### src/rtl/usm_defines.svh
// Register offsets, field positions and reset values of the SPI-mode transceiver
`ifndef USM_DEFINES_SVH
`define USM_DEFINES_SVH

// ----------------------------------------
// Register byte offsets
// ----------------------------------------
`define USM_OFF_DATA 8'h00
`define USM_OFF_STAT_A 8'h04
`define USM_OFF_CTRL_B 8'h08
`define USM_OFF_CTRL_C 8'h0C
`define USM_OFF_RATE 8'h10

// ----------------------------------------
// Field positions
// ----------------------------------------
`define USM_A_RX_DONE 7
`define USM_A_TX_DONE 6
`define USM_A_TX_EMPTY 5
`define USM_B_TX_EMPTY_IE 5
`define USM_B_RX_EN 4
`define USM_B_TX_EN 3
`define USM_C_ORDER 2
`define USM_C_PHASE 1
`define USM_C_POLARITY 0

// ----------------------------------------
// Reset values and codes
// ----------------------------------------
`define USM_CTRL_B_RST 8'h00
`define USM_CTRL_C_RST 8'h06
`define USM_MODE_SPI 2'h3
`define USM_RESP_OKAY 2'h0
`define USM_RESP_SLVERR 2'h2

`endif

### src/rtl/usm_pkg.sv
// Types shared by the SPI-mode transceiver files
package usm_pkg;

    // ----------------------------------------
    // AXI4-Lite carriers
    // ----------------------------------------
    typedef struct packed {
        logic awvalid;
        logic [31:0] awaddr;
        logic wvalid;
        logic [31:0] wdata;
        logic [3:0] wstrb;
        logic bready;
        logic arvalid;
        logic [31:0] araddr;
        logic rready;
    } usm_axil_req_t;

    typedef struct packed {
        logic awready;
        logic wready;
        logic bvalid;
        logic [1:0] bresp;
        logic arready;
        logic rvalid;
        logic [31:0] rdata;
        logic [1:0] rresp;
    } usm_axil_resp_t;

    // ----------------------------------------
    // Shift engine states
    // ----------------------------------------
    typedef enum logic [0:0] {
        USM_IDLE = 1'b0,
        USM_SHIFT = 1'b1
    } usm_state_t;

endpackage : usm_pkg

### src/rtl/usm_rx_buffer.sv
// Small receive FIFO whose head word is held in a register
`timescale 1ns/100ps
module usm_rx_buffer #(
    parameter int WIDTH = 8,
    parameter int DEPTH = 2
) (
    input wire logic aclk,
    input wire logic aresetn,
    input wire logic clk_en,
    input wire logic flush,
    input wire logic push,
    input wire logic [WIDTH-1:0] push_data,
    input wire logic pop,
    output logic [WIDTH-1:0] head_data,
    output logic full,
    output logic empty
);
    localparam int PW = $clog2(DEPTH);

    // ----------------------------------------
    // Storage and pointers
    // ----------------------------------------
    logic [WIDTH-1:0] mem_ff [DEPTH];
    logic [PW-1:0] wr_ptr_ff;
    logic [PW-1:0] rd_ptr_ff;
    logic [PW:0] count_ff;
    logic [WIDTH-1:0] head_ff;

    // A push into a full buffer is dropped, so older words survive
    wire do_push = push && (count_ff != DEPTH[PW:0]);
    wire do_pop = pop && (count_ff != '0);
    wire [PW-1:0] rd_next = (rd_ptr_ff == PW'(DEPTH - 1)) ? '0 : rd_ptr_ff + 1'b1;
    wire [PW-1:0] wr_next = (wr_ptr_ff == PW'(DEPTH - 1)) ? '0 : wr_ptr_ff + 1'b1;

    assign head_data = head_ff;
    assign full = (count_ff == DEPTH[PW:0]);
    assign empty = (count_ff == '0);

    // Pointer and count update; flush drops everything at once
    always_ff @(posedge aclk) begin
        if (!aresetn || (clk_en && flush)) begin
            wr_ptr_ff <= '0;
            rd_ptr_ff <= '0;
            count_ff <= '0;
        end else if (clk_en) begin
            if (do_push) begin
                wr_ptr_ff <= wr_next;
            end
            if (do_pop) begin
                rd_ptr_ff <= rd_next;
            end
            count_ff <= count_ff + (do_push ? 1'b1 : 1'b0) - (do_pop ? 1'b1 : 1'b0);
        end
    end

    // Word store and registered head
    always_ff @(posedge aclk) begin
        if (!aresetn) begin
            head_ff <= '0;
        end else if (clk_en) begin
            if (do_push) begin
                mem_ff[wr_ptr_ff] <= push_data;
            end
            if ((count_ff == '0 || (do_pop && count_ff == 1)) && do_push) begin
                head_ff <= push_data;
            end else if (do_pop && count_ff > 1) begin
                head_ff <= mem_ff[rd_next];
            end
        end
    end

endmodule : usm_rx_buffer

### src/rtl/usm_spi_master.sv
// Master-only SPI mode of the serial transceiver with an AXI4-Lite register port
//
// The placing of the registers and the AXI4-Lite slave port were chosen for this implementation.
`timescale 1ns/100ps
`include "usm_defines.svh"

// How it works
// - Empty interrupt needs enable, global enable, flag
// - Receiver enable takes over the input pin
// - Receiver disable flushes unread receive data
// - Transmitter enable takes over the output pin
// - Transmitter disable waits until all data sent
// - Mode field 11 selects master SPI
// - Format bits accepted with the mode write
// - Control C bits 5:3 read zero
// - Order bit one sends LSB first
// - Phase bit picks leading or trailing sample
// - Polarity bit sets idle clock level
// - Modes match standard SPI waveforms
// - Clock rate comes from rate divider
// - Transmit buffer ahead of shift register
// - Receive buffer beyond the shift register
// - No write-collision flag exists
// - Master only, no slave select input
// - Pins act as MOSI, MISO, SCK
// - Data write starts a full-duplex transfer
// - Overflow drops the newest received byte
// - Frame, overrun, parity flags read zero
// - Buffer-empty flag set after reset
module usm_spi_master #(
    parameter int DIV_W = 12,
    parameter int RX_DEPTH = 2
) (
    input wire logic aclk,
    input wire logic aresetn,
    input wire logic clk_en,
    input wire usm_pkg::usm_axil_req_t axil_req,
    output usm_pkg::usm_axil_resp_t axil_resp,
    input wire logic global_irq_enable,
    input wire logic serial_in_pin,
    output logic serial_out_pin,
    output logic serial_out_oe,
    output logic transfer_clock_pin,
    output logic transfer_clock_oe,
    output logic rx_pin_owned,
    output logic tx_empty_irq
);

    // ----------------------------------------
    // Helpers
    // ----------------------------------------
    // Picks the wire bit for position n of the frame
    function automatic logic pick_bit(input logic [7:0] d, input logic [2:0] n, input logic lsb);
        pick_bit = lsb ? d[n] : d[3'd7 - n];
    endfunction : pick_bit

    // Shifts one sampled bit into the receive word
    function automatic logic [7:0] shift_in(input logic [7:0] d, input logic b, input logic lsb);
        shift_in = lsb ? {b, d[7:1]} : {d[6:0], b};
    endfunction : shift_in

    // ----------------------------------------
    // Registers
    // ----------------------------------------
    logic [7:0] ctrl_b_ff; // Interrupt and enable bits
    logic [7:0] ctrl_c_ff; // Mode and frame format
    logic [DIV_W-1:0] rate_ff; // Half-period divider
    logic [7:0] txbuf_ff; // Transmit buffer word
    logic txbuf_full_ff; // Buffer holds a word
    logic tx_done_ff; // Sticky transmit complete
    usm_pkg::usm_state_t state_ff; // Shift engine state
    logic [DIV_W-1:0] div_cnt_ff; // Counts to each clock edge
    logic half_ff; // Zero before leading edge
    logic [2:0] bit_cnt_ff; // Bit within frame
    logic [7:0] txsh_ff; // Frame being sent
    logic [7:0] rxsh_ff; // Bits received so far
    logic sck_ff;
    logic mosi_ff;
    logic tx_run_ff;
    logic rx_own_ff;
    logic irq_ff;
    logic miso_meta_ff; // First sync stage, read only by the second
    logic miso_ff;

    // ----------------------------------------
    // Bus handshake registers
    // ----------------------------------------
    logic awready_ff;
    logic wready_ff;
    logic bvalid_ff;
    logic [1:0] bresp_ff;
    logic arready_ff;
    logic rvalid_ff;
    logic [31:0] rdata_ff;
    logic [1:0] rresp_ff;
    logic [7:0] waddr_ff;
    logic [31:0] wdata_ff;
    logic [3:0] wstrb_ff;

    // ----------------------------------------
    // Decode
    // ----------------------------------------
    wire mspi = (ctrl_c_ff[7:6] == `USM_MODE_SPI);
    wire txen = ctrl_b_ff[`USM_B_TX_EN];
    wire rxen = ctrl_b_ff[`USM_B_RX_EN];
    wire lsb_first = ctrl_c_ff[`USM_C_ORDER];
    wire cpha = ctrl_c_ff[`USM_C_PHASE];
    wire cpol = ctrl_c_ff[`USM_C_POLARITY];
    wire shifting = (state_ff == usm_pkg::USM_SHIFT);

    // Edge ticks from the divider
    wire tick = shifting && (div_cnt_ff == '0);
    wire lead = tick && !half_ff;
    wire trail = tick && half_ff;
    wire last = trail && (bit_cnt_ff == 3'd7);
    wire samp = cpha ? trail : lead;
    wire [7:0] rx_word = shift_in(rxsh_ff, miso_ff, lsb_first);

    // Next frame is taken from the buffer when the shifter frees
    wire load = mspi && txbuf_full_ff && (!shifting || last);

    // Write channel both held and response slot free
    wire wr_do = !awready_ff && !wready_ff && !bvalid_ff;
    wire rd_do = axil_req.arvalid && arready_ff;
    wire [7:0] raddr = axil_req.araddr[7:0];

    wire wr_data = wr_do && (waddr_ff == `USM_OFF_DATA);
    wire wr_stat = wr_do && (waddr_ff == `USM_OFF_STAT_A) && wstrb_ff[0];
    wire wr_ctrl_b = wr_do && (waddr_ff == `USM_OFF_CTRL_B) && wstrb_ff[0];
    wire wr_ctrl_c = wr_do && (waddr_ff == `USM_OFF_CTRL_C) && wstrb_ff[0];
    wire wr_rate = wr_do && (waddr_ff == `USM_OFF_RATE);
    wire wr_hit = (waddr_ff == `USM_OFF_DATA) || (waddr_ff == `USM_OFF_STAT_A) ||
                  (waddr_ff == `USM_OFF_CTRL_B) || (waddr_ff == `USM_OFF_CTRL_C) ||
                  (waddr_ff == `USM_OFF_RATE);
    wire rd_hit = (raddr == `USM_OFF_DATA) || (raddr == `USM_OFF_STAT_A) ||
                  (raddr == `USM_OFF_CTRL_B) || (raddr == `USM_OFF_CTRL_C) ||
                  (raddr == `USM_OFF_RATE);

    // A data write is taken only while enabled and the buffer is free
    wire tx_accept = wr_data && wstrb_ff[0] && txen && mspi && !txbuf_full_ff;

    // Clearing the receiver enable drops all unread bytes
    wire rx_flush = wr_ctrl_b && !wdata_ff[`USM_B_RX_EN];

    // ----------------------------------------
    // Receive buffer
    // ----------------------------------------
    wire [7:0] rxb_head;
    wire rxb_full;
    wire rxb_empty;
    wire rx_push = samp && (bit_cnt_ff == 3'd7) && rxen;
    wire rx_pop = rd_do && (raddr == `USM_OFF_DATA);

    usm_rx_buffer #(
        .WIDTH(8),
        .DEPTH(RX_DEPTH)
    ) u_rx_buffer (
        .aclk(aclk),
        .aresetn(aresetn),
        .clk_en(clk_en),
        .flush(rx_flush || !rxen),
        .push(rx_push),
        .push_data(rx_word),
        .pop(rx_pop),
        .head_data(rxb_head),
        .full(rxb_full),
        .empty(rxb_empty)
    );

    // Status word; frame, overrun and parity read zero in this mode
    wire [7:0] stat_a = {!rxb_empty, tx_done_ff, !txbuf_full_ff, 5'h0_0};

    // Read multiplexer
    wire [31:0] rd_mux =
        (raddr == `USM_OFF_DATA) ? {24'h00_0000, rxb_head} :
        (raddr == `USM_OFF_STAT_A) ? {24'h00_0000, stat_a} :
        (raddr == `USM_OFF_CTRL_B) ? {24'h00_0000, ctrl_b_ff} :
        (raddr == `USM_OFF_CTRL_C) ? {24'h00_0000, ctrl_c_ff[7:6], 3'h0, ctrl_c_ff[2:0]} :
        (raddr == `USM_OFF_RATE) ? {{(32 - DIV_W){1'b0}}, rate_ff} : 32'h0000_0000;

    // ----------------------------------------
    // Outputs
    // ----------------------------------------
    assign axil_resp.awready = awready_ff;
    assign axil_resp.wready = wready_ff;
    assign axil_resp.bvalid = bvalid_ff;
    assign axil_resp.bresp = bresp_ff;
    assign axil_resp.arready = arready_ff;
    assign axil_resp.rvalid = rvalid_ff;
    assign axil_resp.rdata = rdata_ff;
    assign axil_resp.rresp = rresp_ff;
    // Master only: no select input exists, slaves are picked by port pins
    assign serial_out_pin = mosi_ff;
    assign serial_out_oe = tx_run_ff;
    assign transfer_clock_pin = sck_ff;
    assign transfer_clock_oe = tx_run_ff;
    assign rx_pin_owned = rx_own_ff;
    assign tx_empty_irq = irq_ff;

    // ----------------------------------------
    // Bus write channel
    // ----------------------------------------
    // Address and data are taken in either order, then answered together
    always_ff @(posedge aclk) begin
        if (!aresetn) begin
            awready_ff <= 1'b1;
            wready_ff <= 1'b1;
            bvalid_ff <= 1'b0;
            bresp_ff <= `USM_RESP_OKAY;
            waddr_ff <= 8'h00;
            wdata_ff <= 32'h0000_0000;
            wstrb_ff <= 4'h0;
        end else if (clk_en) begin
            if (axil_req.awvalid && awready_ff) begin
                awready_ff <= 1'b0;
                waddr_ff <= axil_req.awaddr[7:0];
            end
            if (axil_req.wvalid && wready_ff) begin
                wready_ff <= 1'b0;
                wdata_ff <= axil_req.wdata;
                wstrb_ff <= axil_req.wstrb;
            end
            if (wr_do) begin
                bvalid_ff <= 1'b1;
                bresp_ff <= wr_hit ? `USM_RESP_OKAY : `USM_RESP_SLVERR;
            end else if (bvalid_ff && axil_req.bready) begin
                bvalid_ff <= 1'b0;
                awready_ff <= 1'b1;
                wready_ff <= 1'b1;
            end
        end
    end

    // ----------------------------------------
    // Bus read channel
    // ----------------------------------------
    // One read at a time; a data read pops the receive buffer
    always_ff @(posedge aclk) begin
        if (!aresetn) begin
            arready_ff <= 1'b1;
            rvalid_ff <= 1'b0;
            rdata_ff <= 32'h0000_0000;
            rresp_ff <= `USM_RESP_OKAY;
        end else if (clk_en) begin
            if (rd_do) begin
                arready_ff <= 1'b0;
                rvalid_ff <= 1'b1;
                rdata_ff <= rd_mux;
                rresp_ff <= rd_hit ? `USM_RESP_OKAY : `USM_RESP_SLVERR;
            end else if (rvalid_ff && axil_req.rready) begin
                rvalid_ff <= 1'b0;
                arready_ff <= 1'b1;
            end
        end
    end

    // ----------------------------------------
    // Control registers
    // ----------------------------------------
    // Reserved low bits of control B are kept at zero whatever is written
    always_ff @(posedge aclk) begin
        if (!aresetn) begin
            ctrl_b_ff <= `USM_CTRL_B_RST;
            ctrl_c_ff <= `USM_CTRL_C_RST;
            rate_ff <= '0;
        end else if (clk_en) begin
            if (wr_ctrl_b) begin
                ctrl_b_ff <= {wdata_ff[7:3], 3'h0};
            end
            if (wr_ctrl_c) begin
                ctrl_c_ff <= {wdata_ff[7:6], 3'h0, wdata_ff[2:0]};
            end
            if (wr_rate && wstrb_ff[0]) begin
                rate_ff[7:0] <= wdata_ff[7:0];
            end
            if (wr_rate && wstrb_ff[1]) begin
                rate_ff[DIV_W-1:8] <= wdata_ff[DIV_W-1:8];
            end
        end
    end

    // ----------------------------------------
    // Transmit buffer and flags
    // ----------------------------------------
    // Completion set wins over a same-cycle software clear
    always_ff @(posedge aclk) begin
        if (!aresetn) begin
            txbuf_ff <= 8'h00;
            txbuf_full_ff <= 1'b0;
            tx_done_ff <= 1'b0;
        end else if (clk_en) begin
            if (tx_accept) begin
                txbuf_ff <= wdata_ff[7:0];
                txbuf_full_ff <= 1'b1;
            end else if (load) begin
                txbuf_full_ff <= 1'b0;
            end
            if (last && !load) begin
                tx_done_ff <= 1'b1;
            end else if (wr_stat && wdata_ff[`USM_A_TX_DONE]) begin
                tx_done_ff <= 1'b0;
            end
        end
    end

    // ----------------------------------------
    // Shift engine
    // ----------------------------------------
    // Each half period lasts rate+1 cycles; two halves per bit
    always_ff @(posedge aclk) begin
        if (!aresetn) begin
            state_ff <= usm_pkg::USM_IDLE;
            div_cnt_ff <= '0;
            half_ff <= 1'b0;
            bit_cnt_ff <= 3'h0;
            txsh_ff <= 8'h00;
        end else if (clk_en) begin
            case (state_ff)
                usm_pkg::USM_IDLE: begin
                    if (load) begin
                        state_ff <= usm_pkg::USM_SHIFT;
                    end
                end
                usm_pkg::USM_SHIFT: begin
                    if (last && !load) begin
                        state_ff <= usm_pkg::USM_IDLE;
                    end
                end
                default: begin
                    state_ff <= usm_pkg::USM_IDLE;
                end
            endcase
            if (load) begin
                txsh_ff <= txbuf_ff;
                div_cnt_ff <= rate_ff;
                half_ff <= 1'b0;
                bit_cnt_ff <= 3'h0;
            end else if (tick) begin
                div_cnt_ff <= rate_ff;
                half_ff <= !half_ff;
                if (trail) begin
                    bit_cnt_ff <= bit_cnt_ff + 3'h1;
                end
            end else if (shifting) begin
                div_cnt_ff <= div_cnt_ff - 1'b1;
            end
        end
    end

    // ----------------------------------------
    // Serial lines
    // ----------------------------------------
    // Phase zero drives the first bit before the leading edge; phase one on it
    always_ff @(posedge aclk) begin
        if (!aresetn) begin
            sck_ff <= 1'b0;
            mosi_ff <= 1'b0;
            rxsh_ff <= 8'h00;
        end else if (clk_en) begin
            if (lead) begin
                sck_ff <= !cpol;
            end else if (trail || !shifting) begin
                sck_ff <= cpol;
            end
            if (load && !cpha) begin
                mosi_ff <= pick_bit(txbuf_ff, 3'h0, lsb_first);
            end else if (lead && cpha) begin
                mosi_ff <= pick_bit(txsh_ff, bit_cnt_ff, lsb_first);
            end else if (trail && !cpha && !last) begin
                mosi_ff <= pick_bit(txsh_ff, bit_cnt_ff + 3'h1, lsb_first);
            end
            if (load) begin
                rxsh_ff <= 8'h00;
            end else if (samp) begin
                rxsh_ff <= rx_word;
            end
        end
    end

    // ----------------------------------------
    // Pin ownership, interrupt, input sync
    // ----------------------------------------
    // The output pin stays owned until buffer and shifter are drained
    always_ff @(posedge aclk) begin
        if (!aresetn) begin
            tx_run_ff <= 1'b0;
            rx_own_ff <= 1'b0;
            irq_ff <= 1'b0;
            miso_meta_ff <= 1'b0;
            miso_ff <= 1'b0;
        end else if (clk_en) begin
            tx_run_ff <= mspi && (txen || shifting || txbuf_full_ff);
            rx_own_ff <= mspi && rxen;
            irq_ff <= ctrl_b_ff[`USM_B_TX_EMPTY_IE] && global_irq_enable && !txbuf_full_ff;
            miso_meta_ff <= serial_in_pin;
            miso_ff <= miso_meta_ff;
        end
    end

    // ----------------------------------------
    // Assertions
    // ----------------------------------------
    a_irq_gate: assert property (@(posedge aclk) disable iff (!aresetn)
        clk_en && ctrl_b_ff[5] && global_irq_enable && !txbuf_full_ff |=> irq_ff)
        else $error("empty interrupt not raised");
    a_rx_pin_take: assert property (@(posedge aclk) disable iff (!aresetn)
        clk_en && mspi && rxen |=> rx_own_ff)
        else $error("input pin not taken");
    a_rx_flush_now: assert property (@(posedge aclk) disable iff (!aresetn)
        clk_en && rx_flush |=> rxb_empty)
        else $error("receive buffer not flushed");
    a_tx_drain_hold: assert property (@(posedge aclk) disable iff (!aresetn)
        clk_en && mspi && (shifting || txbuf_full_ff) |=> serial_out_oe)
        else $error("output pin released early");
    a_mode_gate: assert property (@(posedge aclk) disable iff (!aresetn)
        !shifting && !mspi |=> !shifting)
        else $error("transfer outside SPI mode");
    a_resv_read_zero: assert property (@(posedge aclk) disable iff (!aresetn)
        clk_en && rd_do && raddr == `USM_OFF_CTRL_C |=> rdata_ff[5:3] == 3'h0)
        else $error("reserved bits not zero");
    a_sck_idle_level: assert property (@(posedge aclk) disable iff (!aresetn)
        clk_en && !shifting |=> sck_ff == $past(cpol))
        else $error("idle clock level wrong");
    a_load_starts: assert property (@(posedge aclk) disable iff (!aresetn)
        clk_en && load |=> shifting && !txbuf_full_ff && bit_cnt_ff == 3'h0)
        else $error("load did not start frame");
    a_eight_bits: assert property (@(posedge aclk) disable iff (!aresetn)
        clk_en && last |=> bit_cnt_ff == 3'h0)
        else $error("frame not eight bits");

endmodule : usm_spi_master

### config.mk
export PLATFORM = sky130hd
export DESIGN_NAME = usm_spi_master
export DESIGN_NICKNAME = d
export VERILOG_FILES = /design/src/rtl/usm_pkg.sv /design/src/rtl/usm_rx_buffer.sv /design/src/rtl/usm_spi_master.sv
export VERILOG_INCLUDE_DIRS = /design/src /design/src/rtl
export SDC_FILE = /design/constraint.sdc
export NUM_CORES = 1
export LEC_CHECK = 0
export BUFFER_PORTS_ARGS = -buffer_cell sky130_fd_sc_hd__buf_2
export CAP_MARGIN = 5
export CORE_MARGIN = 2
export CORE_UTILIZATION = 45
export CTS_CLUSTER_DIAMETER = 100
export DETAILED_ROUTE_END_ITERATION = 16
export PLACE_DENSITY = 0.69
export SETUP_SLACK_MARGIN = 0.02
export SYNTH_ARGS = -nofsm -noshare
export SYNTH_HDL_FRONTEND = slang
export SYNTH_SLANG_ARGS = --single-unit
export TNS_END_PERCENT = 5
### constraint.sdc
create_clock -name aclk -period 3 [get_ports aclk]
set_input_delay 0.75 -clock aclk [delete_from_list [all_inputs] [get_ports aclk]]
set_output_delay 0.75 -clock aclk [all_outputs]
set_load 0.005 [all_outputs]
==> qor.yml <==
place:
  place_congestion: 0.8268
  dpl.hpwl_um: 12380
  portBuffers: 64
  pre_cts_slack_ns: 0.04110
floorplan:
  core_sq_um: 14640
  die-area_sq_um: 16150
  die_x_um: 127.1
  initial_core_util_pct: 46.55
  die_h_um: 127.1
  ios: 157
  rows: 44
clocking:
  hold_buffers: 0
  clk_latency_ns: 0.42
  cts.reportedPaths.clkPinSlew_ns: 0.06
  tritoncts: "yes"
  cts-root-buf: "clkbuf_16"
  clockBufferDepth: 2
  post-cts-setup-buffers: 0
  clock_sinks: 141
  cts_buffers: 17
  htreeDepth: 4
  ctsResizeCount: 0
worst_setup_path:
  cp_max_fo: 11
  path_cells: "ha_1, ha_1, nand4b_1, o41ai_2, a22o_1, a21boi_0, o21a_1"
  path_depth: 7
  cpPeakStageDelay_ns: 0.59
  crit_required_ns: 3.31
  path_class: "flop to flop"
  crit_path_start_kind: "flop"
  critPathSlowestCell: "dfxtp_1"
  cp_top_family: "compound AO/OA/AOI/OAI gates"
  critPathBufInv: 0
  worstRegToRegCells: 7
  r2r_setup_slack_ns: 0.28
  arrival_ns: 3.03
  end_kind: "flop"
  reg2reg_from: "bit_cnt_ff[0]"
  cp-startpoint: "bit_cnt_ff[0]"
  r2r-end: "rxsh_ff[7]"
  crit_top_cell: "ha_1"
cells_and_area:
  syn_to_final_growth_pct: 13.62
  finalNetCount: 895
  multi_input_area_sq_um: 3457
  regArea_sq_um: 2983
  antennaDiodeCount: 0
  drive_above_1_share_pct: 17.55
  fillers: 1323
run:
  drv_cap: 0
routing:
  vias_per_cell: 5.930
  drt-initial-drc-count: 406
  vias: 5788
  drt-pass1-iter-count: 5
  drc: 0
  wire_per_inst_um: 17.85
  wl_um: 17420
  drtAntennaViolNets: 0
timing:
  worstMarginPinSlew_ns: 1.065
  finalCritPeriodShare_pct: 90.52
  fin_setup_tns_ns: 0
  finalWorstSetupSlack_ns: 0.2844
  finalCriticalPeriod_ns: 2.716
  drv_slew: 0
  fin_skew_ns: 0.007232
  grt_setup_unrepaired: "no"
  hold_viol_final: 0
  clock.fmax_ghz: 0.3682
  maxSlewHeadroom_pct: 28.49
  finalSetupViolCount: 0
logic_synthesis:
  synthTopCellsByCount: "dfxtp_1, nor2_1, mux2i_1, nand2_1, a21oi_1"
  synth.most_common_cell: "dfxtp_1"
  netlist_instances: 734
  syn_area_per_cell_sq_um: 9.287
  synthArstFlopShare_pct: 0
  synth_area_sq_um: 6817
  ys_warn_count: 0
  synth_area_leaders: "dfxtp_1, mux2i_1, edfxtp_1"
  synth_top_area_share_pct: 36.71
  ys_types: 75
  yosysSeqAreaShare_pct: 43.76
  synth_ff_type: "dfxtp_1"
  synth-edff-count: 16
  synth_seq_cells: 141
  yosysTopAreaCell: "dfxtp_1"
power_and_ir_drop:
  power_density_nw_per_um2: 539.3
  vdd.ir_drop.worst_mv: 0.3095
  p_total_mw: 4.177
  p_leak_nw: 3.389
global_route:
  grtUsageTotal_pct: 21.83
  grt-ovfl-total: 0
  grt_start_max_net_pins: 94
  antenna_found_initial: 0
  grt_first_pass_wirelength_um: 28220
  grt_pass1_vias: 5649
min_path:
  hold_path.class: "flop to flop"
  worstHoldStart: "wdata_ff[10]"
  hold_depth: 2
  worstHoldEndpoint: "wdata_ff[10]"
outcome:
  outcome: "complete, no violations"
## cell type report
type | count | share of cell area, %
inverter | 17 | 0.8239
multi-input combinational | 524 | 44.64
sequential | 141 | 38.51
tap | 184 | 2.973
clock buffer | 18 | 5.670
timing repair buffer | 78 | 5.654
clock inverter | 14 | 1.729
## sequential cells by signal, summed over array words and instances, names as in the netlist, 2 cells and up
name                   cells
txsh_ff                    8
u_rx_buffer.mem_ff        16
div_cnt_ff                12
ctrl_c_ff                  5
wdata_ff                  12
u_rx_buffer.count_ff       2
wstrb_ff                   2
txbuf_ff                   8
rdata_ff                  12
u_rx_buffer.head_data      8
ctrl_b_ff                  5
waddr_ff                   8
bit_cnt_ff                 3
rxsh_ff                    8
rate_ff                   12
## per-layer routing
layer	GRT usage (%)	part of all wire (%)
met5	0	0
met1	28.10	43
met2	36.40	48
met4	8.662	2.4
met3	4.146	6.1
## through the flow
step	cells	hold slack, ns	util, %	cell area (sq um)
final	976	0.4581	52.89	7745
after global routing	976	0.4780	52.89	7745
after CTS	976	0.4582	52.89	7745
after detailed placement	944	0.4491	48.97	7172
after global placement	944	0.4381	48.97	7172
after floorplan	755	0.4327	-	6895
## power breakdown
part           switching [mW]  leakage, nW  internal (mW)
Combinational           0.120         1.92         0.0696
Clock                   0.855        0.278           1.18
Sequential             0.0261         1.19           1.93
## tightest hold or removal path, stage by stage, from the launching register on
cell	delay, ns
dfxtp_1	0.31
nand2_1	0.05
a21oi_1	0.05
## worst max path at each step
stage	to
floorplan	u_rx_buffer.head_data[7]
global route	serial_out_pin
detailed placement	u_rx_buffer.head_data[7]
CTS	rxsh_ff[5]
finish	rxsh_ff[7]
global placement	u_rx_buffer.head_data[7]
## cell families after synthesis
logic type	share of synthesized area [%]
AO/OA/AOI/OAI	15.11
other	0.05501
buffers and inverters	6.681
adder cells (fa/ha/maj)	1.101
AND/OR/NAND/NOR	18.67
XOR/XNOR	0.7709
multiplexers	13.86
flip-flops	43.76
## placed cells by master (no fill, tap or decap), types with 5 or more instances in the layout
master / count
nor3_1: 18
inv_1: 16
a31oi_1: 9
clkbuf_16: 17
nand2_1: 71
ha_1: 6
nor2_1: 80
mux2i_1: 73
conb_1: 22
and3_1: 5
o21ai_0: 15
buf_4: 13
buf_2: 64
nand3_1: 23
edfxtp_1: 16
a221oi_1: 5
inv_6: 6
a21boi_0: 8
a21o_1: 8
o21a_1: 11
a21oi_1: 51
mux4_2: 8
dfxtp_1: 125
nand4_1: 8
a22o_1: 12
xnor2_1: 5
Note: power is estimated with default switching activity, not from simulation.
